<file path="config.mk">
export PLATFORM = sky130hd
export DESIGN_NAME = adc_scan_range_dio_regs
export DESIGN_NICKNAME = d
export VERILOG_FILES = /design/src/adc_scan_pkg.sv /design/src/adc_scan_range_dio_regs.sv
export VERILOG_INCLUDE_DIRS = /design/src
export SDC_FILE = /design/constraint.sdc
export NUM_CORES = 1
export LEC_CHECK = 0
export BUFFER_PORTS_ARGS = -buffer_cell sky130_fd_sc_hd__clkbuf_2
export CAP_MARGIN = 10
export CORE_ASPECT_RATIO = 1.75
export CORE_MARGIN = 1
export CORE_UTILIZATION = 40
export CTS_CLUSTER_SIZE = 24
export DETAILED_ROUTE_END_ITERATION = 6
export HOLD_SLACK_MARGIN = 0.08
export MAX_ROUTING_LAYER = met4
export SLEW_MARGIN = 40
export SYNTH_ARGS = -nofsm -noshare
export SYNTH_HDL_FRONTEND = slang
export SYNTH_SLANG_ARGS = --single-unit
export TNS_END_PERCENT = 20
</file>
<file path="constraint.sdc">
create_clock -name clk_sys -period 3.43 [get_ports clk_sys]
set_clock_uncertainty 0.05 [all_clocks]
set_input_delay 0.343 -clock clk_sys [delete_from_list [all_inputs] [get_ports clk_sys]]
set_output_delay 0.343 -clock clk_sys [all_outputs]
set_load 0.005 [all_outputs]
</file>
<file path="src/adc_scan_cfg.svh">
// Offsets, field positions and reset values of the scan, range and digital I/O registers
`ifndef ADC_SCAN_CFG_SVH
`define ADC_SCAN_CFG_SVH

// ------------------------------------------------------------------
// Bus geometry
// ------------------------------------------------------------------
`define ADDR_W          6
`define DATA_W          32

// ------------------------------------------------------------------
// Register indices (byte address is four times the index)
// ------------------------------------------------------------------
`define IDX_TRIG_RESLO  4'h0
`define IDX_RANGE_RESHI 4'h1
`define IDX_SCAN        4'h2
`define IDX_DIO_LO      4'h3
`define IDX_TRIG_SRC    4'h9
`define IDX_DIO_HI      4'hB

// ------------------------------------------------------------------
// Field positions and widths
// ------------------------------------------------------------------
`define CH_W            4
`define RANGE_W         4
`define NUM_CH          16
`define DIO_W           16
`define ADC_W           12
`define START_LSB       0
`define STOP_LSB        4
`define TRIG_SRC_W      2

// ------------------------------------------------------------------
// Range code limits per gain variant
// ------------------------------------------------------------------
`define STD_RANGE_MAX   4'h8
`define HIGH_RANGE_MAX  4'hB
`define REDUCED_MASK    4'h3

// ------------------------------------------------------------------
// Reset values and bus responses
// ------------------------------------------------------------------
`define CH_RESET        4'h0
`define RANGE_RESET     4'h0
`define TRIG_SRC_RESET  2'h0
`define DOUT_RESET      16'h0000
`define RESP_OKAY       2'h0
`define RESP_SLVERR     2'h2

`endif

</file>
<file path="src/adc_scan_pkg.sv">
// Types shared by the scan, range and digital I/O register block
package adc_scan_pkg;
    `include "adc_scan_cfg.svh"

    // Trigger sources selected by the two trigger-source bits
    typedef enum logic [1:0] {
        TRIG_SOFT,
        TRIG_EXT,
        TRIG_PACER
    } trig_src_e;

    // AXI4-Lite requests from the master
    typedef struct packed {
        logic                 awvalid;
        logic [`ADDR_W-1:0]   awaddr;
        logic                 wvalid;
        logic [`DATA_W-1:0]   wdata;
        logic [3:0]           wstrb;
        logic                 bready;
        logic                 arvalid;
        logic [`ADDR_W-1:0]   araddr;
        logic                 rready;
    } axi_req_s;

    // AXI4-Lite answers from the slave
    typedef struct packed {
        logic                 awready;
        logic                 wready;
        logic                 bvalid;
        logic [1:0]           bresp;
        logic                 arready;
        logic                 rvalid;
        logic [`DATA_W-1:0]   rdata;
        logic [1:0]           rresp;
    } axi_rsp_s;

    // Conversion result: data bits with channel tag
    typedef struct packed {
        logic [`ADC_W-1:0]    data;
        logic [`CH_W-1:0]     channel;
    } conv_result_s;
endpackage

</file>
<file path="src/adc_scan_range_dio_regs.sv">
// Scan sequencer, per-channel range store and digital I/O behind AXI4-Lite
//
// The AXI4-Lite interface to the registers was decided locally.
`timescale 1ns/1ps
`include "adc_scan_cfg.svh"

module adc_scan_range_dio_regs #(
    parameter bit HIGH_GAIN     = 1'b0,   // Selects high-gain range table
    parameter bit REDUCED_RANGE = 1'b0    // Only two range bits used
) (
    input  wire logic                        clk_sys,
    input  wire logic                        reset_n,
    input  wire adc_scan_pkg::axi_req_s      axi_req,
    output adc_scan_pkg::axi_rsp_s           axi_rsp,
    input  wire logic                        conv_trigger,
    input  wire logic                        conv_done,
    input  wire logic [`ADC_W-1:0]           conv_data,
    input  wire logic [`DIO_W-1:0]           digital_in_bits,
    output logic [`DIO_W-1:0]                digital_out_bits,
    output logic                             sw_trigger,
    output logic [`CH_W-1:0]                 current_channel,
    output logic [`RANGE_W-1:0]              range_code,
    output logic                             range_valid,
    output adc_scan_pkg::conv_result_s       conv_result
);
    import adc_scan_pkg::*;

    // ------------------------------------------------------------------
    // Functions
    // ------------------------------------------------------------------

    // Word-aligned hit on a register index
    function automatic logic reg_hit(input logic [`ADDR_W-1:0] addr,
                                     input logic [3:0] idx);
        reg_hit = (addr[1:0] == 2'h0) && (addr[`ADDR_W-1:2] == idx);
    endfunction

    // Trigger source from the two select bits
    function automatic trig_src_e trig_decode(input logic [`TRIG_SRC_W-1:0] st);
        // Bit zero ignored while bit one is clear
        if (!st[1]) begin
            trig_decode = TRIG_SOFT;
        end else if (!st[0]) begin
            trig_decode = TRIG_EXT;
        end else begin
            trig_decode = TRIG_PACER;
        end
    endfunction

    // ------------------------------------------------------------------
    // Declarations
    // ------------------------------------------------------------------
    // Write capture
    logic                      aw_hold_q;       // Write address captured
    logic [`ADDR_W-1:0]        awaddr_q;        // Captured write address
    logic                      w_hold_q;        // Write data captured
    logic [7:0]                wbyte_q;         // Captured low byte lane
    logic                      wlane_q;         // Low byte lane enabled

    // Responses
    logic                      bvalid_q;        // Write response pending
    logic [1:0]                bresp_q;         // Write response code
    logic                      rvalid_q;        // Read data pending
    logic [`DATA_W-1:0]        rdata_q;         // Read data word
    logic [1:0]                rresp_q;         // Read response code

    // Scan state
    logic [`CH_W-1:0]          start_q;         // Scan start channel
    logic [`CH_W-1:0]          stop_q;          // Scan stop channel
    logic [`CH_W-1:0]          cur_q;           // Current mux channel
    logic [`CH_W-1:0]          conv_ch_q;       // Channel of conversion in flight

    // Ranges
    logic [`RANGE_W-1:0]       range_q [`NUM_CH]; // Per-channel range store
    logic [`TRIG_SRC_W-1:0]    trig_src_q;      // Trigger source select

    // Digital I/O
    logic [`DIO_W-1:0]         dout_q;          // Latched digital outputs
    logic [`DIO_W-1:0]         din_meta_q;      // Input synchroniser, stage one
    logic [`DIO_W-1:0]         din_q;           // Input synchroniser, stage two

    // Triggers
    logic                      sw_trig_q;       // Registered software trigger
    conv_result_s              result_q;        // Last tagged result

    // ------------------------------------------------------------------
    // Bus decode
    // ------------------------------------------------------------------
    wire aw_take   = axi_req.awvalid && !aw_hold_q;
    wire w_take    = axi_req.wvalid && !w_hold_q;

    wire wr_go     = aw_hold_q && w_hold_q && !bvalid_q;

    // One read in flight
    wire ar_take   = axi_req.arvalid && !rvalid_q;

    wire wr_lane   = wr_go && wlane_q;


    // Write decode
    wire wr_hit_trig  = reg_hit(awaddr_q, `IDX_TRIG_RESLO);
    wire wr_hit_range = reg_hit(awaddr_q, `IDX_RANGE_RESHI);
    wire wr_hit_scan  = reg_hit(awaddr_q, `IDX_SCAN);
    wire wr_hit_dlo   = reg_hit(awaddr_q, `IDX_DIO_LO);
    wire wr_hit_dhi   = reg_hit(awaddr_q, `IDX_DIO_HI);
    wire wr_hit_src   = reg_hit(awaddr_q, `IDX_TRIG_SRC);
    wire wr_mapped    = wr_hit_trig | wr_hit_range | wr_hit_scan |
                        wr_hit_dlo | wr_hit_dhi | wr_hit_src;

    // Read decode
    wire rd_hit_reslo = reg_hit(axi_req.araddr, `IDX_TRIG_RESLO);
    wire rd_hit_reshi = reg_hit(axi_req.araddr, `IDX_RANGE_RESHI);
    wire rd_hit_scan  = reg_hit(axi_req.araddr, `IDX_SCAN);
    wire rd_hit_dlo   = reg_hit(axi_req.araddr, `IDX_DIO_LO);
    wire rd_hit_dhi   = reg_hit(axi_req.araddr, `IDX_DIO_HI);
    wire rd_hit_src   = reg_hit(axi_req.araddr, `IDX_TRIG_SRC);
    wire rd_mapped    = rd_hit_reslo | rd_hit_reshi | rd_hit_scan |
                        rd_hit_dlo | rd_hit_dhi | rd_hit_src;

    // Register writes; the byte sits in lane zero
    wire wr_scan  = wr_lane && wr_hit_scan;
    wire wr_range = wr_lane && wr_hit_range;
    wire wr_src   = wr_lane && wr_hit_src;
    wire wr_dlo   = wr_lane && wr_hit_dlo;
    wire wr_dhi   = wr_lane && wr_hit_dhi;


    // ------------------------------------------------------------------
    // Scan sequencer
    // ------------------------------------------------------------------
    wire trig_soft  = trig_decode(trig_src_q) == TRIG_SOFT;
    // Any value written to the trigger offset fires while the soft source is chosen, strobes ignored
    wire sw_fire    = wr_go && wr_hit_trig && trig_soft;

    // Outside triggers count only when a hardware source is chosen
    wire trig_fire  = sw_fire || (conv_trigger && !trig_soft);
    // Wrap to start after stop; a start above stop rolls through 15 to 0
    wire [`CH_W-1:0] ch_next = (cur_q == stop_q) ? start_q
                                                 : cur_q + 4'h1;

    // Scan limit fields
    wire [`CH_W-1:0] new_start = wbyte_q[`START_LSB +: `CH_W];
    wire [`CH_W-1:0] new_stop  = wbyte_q[`STOP_LSB +: `CH_W];
    // Reduced variant stores only the two low bits
    wire [`RANGE_W-1:0] range_wr = REDUCED_RANGE
                                 ? (wbyte_q[`RANGE_W-1:0] & `REDUCED_MASK)
                                 : wbyte_q[`RANGE_W-1:0];

    // Top usable code
    wire [`RANGE_W-1:0] range_max = HIGH_GAIN ? `HIGH_RANGE_MAX
                                              : `STD_RANGE_MAX;

    // ------------------------------------------------------------------
    // Read data selection
    // ------------------------------------------------------------------
    // Unmapped reads give zero
    wire [7:0] rd_byte =
        rd_hit_reslo ? {result_q.data[3:0], result_q.channel} :
        rd_hit_reshi ? result_q.data[`ADC_W-1:4] :
        rd_hit_scan  ? {4'h0, cur_q} :
        rd_hit_dlo   ? din_q[7:0] :
        rd_hit_dhi   ? din_q[15:8] :
        rd_hit_src   ? {6'h00, trig_src_q} :
                       8'h00;

    // ------------------------------------------------------------------
    // Write address and data capture, either order
    // ------------------------------------------------------------------
    always_ff @(posedge clk_sys or negedge reset_n) begin
        if (!reset_n) begin
            aw_hold_q <= 1'b0;
            awaddr_q  <= '0;
            w_hold_q  <= 1'b0;
            wbyte_q   <= 8'h00;
            wlane_q   <= 1'b0;
        end else begin
            // Holds drop once the write is performed
            aw_hold_q <= wr_go ? 1'b0 : (aw_hold_q | aw_take);
            w_hold_q  <= wr_go ? 1'b0 : (w_hold_q | w_take);

            if (aw_take) begin
                awaddr_q <= axi_req.awaddr;
            end

            if (w_take) begin
                wbyte_q <= axi_req.wdata[7:0];
                wlane_q <= axi_req.wstrb[0];
            end
        end
    end

    // ------------------------------------------------------------------
    // Write response
    // ------------------------------------------------------------------
    always_ff @(posedge clk_sys or negedge reset_n) begin
        if (!reset_n) begin
            bvalid_q <= 1'b0;
            // Idle reads okay
            bresp_q  <= `RESP_OKAY;
        end else if (wr_go) begin
            bvalid_q <= 1'b1;
            bresp_q  <= wr_mapped ? `RESP_OKAY : `RESP_SLVERR;

        end else if (axi_req.bready) begin
            // Taken by master
            bvalid_q <= 1'b0;
        end
    end

    // ------------------------------------------------------------------
    // Read channel; inputs are sampled at the accepting edge only
    // ------------------------------------------------------------------
    always_ff @(posedge clk_sys or negedge reset_n) begin
        if (!reset_n) begin
            rvalid_q <= 1'b0;
            rdata_q  <= '0;
            rresp_q  <= `RESP_OKAY;
        end else if (ar_take) begin
            rvalid_q <= 1'b1;
            rdata_q  <= {24'h000000, rd_byte};
            rresp_q  <= rd_mapped ? `RESP_OKAY : `RESP_SLVERR;

        end else if (axi_req.rready) begin
            // Taken by master
            rvalid_q <= 1'b0;
        end
    end

    // ------------------------------------------------------------------
    // Scan limits and current channel
    // ------------------------------------------------------------------
    always_ff @(posedge clk_sys or negedge reset_n) begin
        if (!reset_n) begin
            // All at channel zero
            start_q <= `CH_RESET;
            stop_q  <= `CH_RESET;
            cur_q   <= `CH_RESET;
        end else if (wr_scan) begin
            // A scan write beats a trigger in the same cycle
            start_q <= new_start;
            stop_q  <= new_stop;
            cur_q   <= new_start;

        end else if (trig_fire) begin
            // Step or wrap
            cur_q   <= ch_next;
        end
    end

    // ------------------------------------------------------------------
    // Per-channel range store, addressed by the start channel
    // ------------------------------------------------------------------
    generate
        // One entry per channel
        for (genvar ch = 0; ch < `NUM_CH; ch++) begin : g_range
            always_ff @(posedge clk_sys or negedge reset_n) begin
                if (!reset_n) begin
                    range_q[ch] <= `RANGE_RESET;
                end else if (wr_range && (start_q == ch[`CH_W-1:0])) begin
                    range_q[ch] <= range_wr;
                end
            end
        end
    endgenerate

    // ------------------------------------------------------------------
    // Trigger source select and software trigger pulse
    // ------------------------------------------------------------------
    always_ff @(posedge clk_sys or negedge reset_n) begin
        if (!reset_n) begin
            trig_src_q <= `TRIG_SRC_RESET;
            sw_trig_q  <= 1'b0;
        end else begin
            sw_trig_q <= sw_fire;

            if (wr_src) begin
                trig_src_q <= wbyte_q[`TRIG_SRC_W-1:0];
            end
        end
    end

    // ------------------------------------------------------------------
    // Conversion result tagging
    // ------------------------------------------------------------------
    always_ff @(posedge clk_sys or negedge reset_n) begin
        if (!reset_n) begin
            conv_ch_q <= `CH_RESET;
            result_q  <= '0;
        end else begin
            // Remember the channel being converted before the mux moves on
            if (trig_fire) begin
                conv_ch_q <= cur_q;
            end

            // Data with its channel
            if (conv_done) begin
                result_q <= '{data: conv_data, channel: conv_ch_q};
            end
        end
    end

    // ------------------------------------------------------------------
    // Digital outputs, write only
    // ------------------------------------------------------------------
    always_ff @(posedge clk_sys or negedge reset_n) begin
        if (!reset_n) begin
            dout_q <= `DOUT_RESET;
        end else begin
            if (wr_dlo) begin
                dout_q[7:0]  <= wbyte_q;
            end

            if (wr_dhi) begin
                dout_q[15:8] <= wbyte_q;
            end
        end
    end

    // ------------------------------------------------------------------
    // Digital input synchroniser; pins are asynchronous
    // ------------------------------------------------------------------
    always_ff @(posedge clk_sys or negedge reset_n) begin
        if (!reset_n) begin
            din_meta_q <= '0;
            din_q      <= '0;
        end else begin
            // Stage one may be metastable
            din_meta_q <= digital_in_bits;
            din_q      <= din_meta_q;
        end
    end

    // ------------------------------------------------------------------
    // Outputs
    // ------------------------------------------------------------------
    // Ready falls while held
    assign axi_rsp.awready  = !aw_hold_q;
    assign axi_rsp.wready   = !w_hold_q;
    assign axi_rsp.bvalid   = bvalid_q;
    assign axi_rsp.bresp    = bresp_q;
    assign axi_rsp.arready  = !rvalid_q;
    assign axi_rsp.rvalid   = rvalid_q;
    assign axi_rsp.rdata    = rdata_q;
    assign axi_rsp.rresp    = rresp_q;

    // Block side
    assign digital_out_bits = dout_q;
    assign sw_trigger       = sw_trig_q;
    assign current_channel  = cur_q;

    // Range of the channel now on the mux; unavailable codes flagged
    assign range_code       = range_q[cur_q];
    assign range_valid      = range_q[cur_q] <= range_max;
    assign conv_result      = result_q;
endmodule

</file>
==> summary.md <==
| Metric | Value |
|---|---|
| Clk root buf | clkbuf_16 |
| Critical Path Start Type | register |
| Max H-tree Level | 4 |
| Routed WL | 16.5 mm |
| DR pass1 iterations | 4 |
| Global placer's final weighted congestion | between 0.8 and 0.9 |
| Hold_sp | conv_data[1] |
| Layout area overhead | 20.3% |
| Yosys top cell area share | a little under 60% |
| Avg Inst Size Synth | about 13 sq um |
| I/O Buffers | approximately 110 |
| Min-Delay Path Depth | 2 |
| I/O pins | 168 |
| Worst endpoint required time | between 3 and 4 ns |
| Die ar. | 19500 sq um |
| Syn Inst Count | ~570 |
| Initial Utilization | around 41% |
| Register area | approximately 4400 sq um |
| Yosys synthesis warning count | 0 |
| Crit Reg-Reg Startpoint | awaddr_q[1] |
| Post-route DRC | 0 |
| Lkg Pwr | roughly 4.5 nW |
| Post-synth EDFFs | 0 |
| Largest area contributor in the netlist | dfrtp_1 |
| N_diodes | 0 |
| CTS tree | yes |
| Site row count | 66 |
| Fmax | roughly 330 MHz |
| Worst-path clk slew | 0.07 ns |
| Clk sink count | 176 |
| First-pass GRT wire length | 26.8 mm |
| Asr flop ratio synth | between 90% and 100% |
| Unrepaired setup endpoints after global routing | false |
| All-layer global routing usage | 18.5% |
| CP endpoint kind | output pin |
| Maximum clock path buffer count | 2 |
| WP data arrival | about 2.7 ns |
| Fin. max-slew vios | 0 |
| Multi-input gate area | 2900 sq um |
| Final count of hold timing violations | 0 |
| Vias in the first global route | around 5300 |
| Distinct cell type count after synthesis | just over 40 |
| Initial antenna violation count | 0 |
| CP max FO | 11 |
| Post-DRT Antenna Nets | 0 |
| Finished Layout Cells | ~950 |
| DR vias/cell | about 5.1 |
| Final #Nets | between 700 and 800 |
| Total global routing overflow | 0 |
| Reg-to-reg critical path endpoint | range_q[48] |
| Setup TNS | 0 ns |
| Min Hold Slack | between 0.09 and 0.1 ns |
| Post-CTS Hold Buffers | 21 |
| Worst vdd ir | roughly 0.43 mV |
| Largest net degree at the start of global routing | approximately 110 |
| # Max-Cap Violations | 0 |
| Area contributors post-synth | dfrtp_1 (58%), mux2_2 (17%), mux2i_1 (3.4%), buf_4 (2.8%), mux4_2 (2.7%) |
| Synth Cell Area | ~7600 sq um |
| Yosys reg bits | about 180 |
| Most used DFF post-synth | dfrtp_1 |
| Worst rel slew slack | between 40% and 50% |
| Core ar. | 18600 sq um |
| Clock latency on the worst-skew pair | between 0.4 and 0.5 ns |
| Num CTS Buffers | 17 |
| Drt initial violations | roughly 180 |
| DP Cell Count | 899 |
| Path depth of the worst reg2reg path | 5 |
| Post-CTS Setup Inserts | 0 |
| Period utilization | a little under 90% |
| Worst setup startpoint | current_channel[1] |
| Via count | 4907 |
| Post-layout minimum cycle time | ~3.1 ns |
| Worst-Margin Slew | 0.782 ns |
| # fillers | about 1700 |
| WS Path Type | reg2out |
| Post-CTS sizing | 0 |
| Routed WL per cell | about 17 microns |
| Register area share after synthesis | 58.1% |
| Worst R2R Setup Slack | a little over 0.7 ns |
| Die width | between 100 and 150 microns |
| Status | complete, no violations |
| Placed wire-length estimate | 11.8 mm |
| Worst Hold Path EP | conv_result[5] |
| Overall die height | about 180 microns |
| Hold Path Class | in2reg |
| Pwr per Cell Area | around 680 nW/um^2 |
| Share of layout cells above drive strength 1 | 40.4% |
| Final setup vio count | 0 |
cell usage in the layout, fill, tap and decap left out, types with 2 or more instances in the layout:
master,instances
nor2_1,8
conb_1,26
a22oi_1,9
nor3_4,2
clkinv_4,3
dlygate4sd3_1,21
or3_4,2
clkbuf_16,17
o31ai_1,4
nor3_1,8
nand2b_1,2
a221oi_1,8
dfrtp_1,176
nor4_1,2
nor2b_1,4
o22a_1,6
or2_2,2
mux4_2,9
or3_1,3
o21ai_0,27
inv_1,13
a21oi_1,9
nand2_1,50
a2bb2oi_1,2
and2_1,3
inv_8,4
mux2_2,117
o21a_1,2
nand3_1,4
nand4_1,2
inv_6,4
mux2i_1,26
clkbuf_2,113
buf_4,5
xnor2_1,4
nor4_2,2
flip-flops by register name (all words and copies together), names as in the netlist:
name / count
range_q: 64
conv_result: 16
digital_out_bits: 16
din_meta_q: 16
din_q: 16
rdata_q: 8
wbyte_q: 8
awaddr_q: 6
conv_ch_q: 4
current_channel: 4
start_q: 4
stop_q: 4
trig_src_q: 2
aw_hold_q: 1
bresp_q: 1
bvalid_q: 1
rresp_q: 1
rvalid_q: 1
sw_trigger: 1
w_hold_q: 1
wlane_q: 1
metrics by stage:
stage	worst slack [ns]	util, %	power [mW]	instance area (sq um)
global route	0.190	49.0	6.56	9110
finish	0.371	49.0	6.21	9110
global placement	0.760	44.6	4.27	8280
CTS	0.378	48.9	6.29	9080
detailed placement	0.717	44.6	4.33	8280
floorplan	0.927	-	3.71	7670
layout make-up:
type | count | share of cell area, %
Sequential cell | 176 | 48.3
Multi-Input combinational cell | 352 | 31.8
Timing Repair Buffer | 142 | 9.61
Clock buffer | 19 | 4.86
Tap cell | 238 | 3.27
Clock inverter | 13 | 1.58
Inverter | 13 | 0.536
cells by family (layout without fill, tap and decap cells):
family                     Yosys count  count (layout)  synth area share (%)
xor gates and xnor gates             4               4                 0.462
DFF                                176             176                  58.1
adders and majority gates            1               1                 0.165
buffers and inverters               70             187                  4.89
and+or+nand+nor                    101             101                  6.95
muxes                              152             152                  23.5
AOI/OAI and AO/OA                   68              68                  5.83
other                                1              26                0.0495
how the worst max path moves through the flow:
| stage | to | slack, ns | depth (start not counted) |
|---|---|---|---|
| 3_3_place_gp | range_q[56] | 0.76 | 5 |
| 2_1_floorplan | range_q[56] | 0.93 | 6 |
| 5_1_grt | range_valid | 0.19 | 6 |
| 6_report | range_valid | 0.37 | 6 |
| 4_1_cts | range_valid | 0.38 | 6 |
| 3_5_place_dp | range_q[58] | 0.72 | 5 |
power breakdown:
| part | internal [mW] | switching, mW |
|---|---|---|
| registers | 2.43 | 0.479 |
| clock network | 1.05 | 0.861 |
| logic | 0.688 | 0.705 |
| total | 4.17 | 2.04 |
cell usage after synthesis, drive strengths merged (2+ instances only):
cell     number
or2           2
inv          13
a2bb2oi       2
a22oi         9
clkbuf       24
nor2b         6
nand3         4
o21ai        27
and2          3
o22a          6
xnor2         4
nand4         2
o31ai         4
a21oi         9
mux2i        26
nor4          4
nor2          9
dfrtp       176
buf          33
nor3         10
a221oi        8
mux2        117
nand2b        2
or3           5
o21a          2
nand2        50
mux4          9
worst max-delay path: stages, from the launching register on:
cell and delay, ns:
dfrtp_1 0.56, nor2b_1 0.61, a221oi_1 0.27, a22oi_1 0.21, nand2_1 0.17, o31ai_1 0.27, clkbuf_2 0.15
per-layer routing:
layer  track usage (%)  part of all wire [%]  vias to the layer above
li1                  -                     -                     2246
met1              18.3                    37                     2480
met2              33.7                    55                      139
met3              3.58                   3.9                       42
met4              9.89                   4.2                        0
met5                 -                     0                        -
No activity file was read; power rests on OpenSTA's default activity.
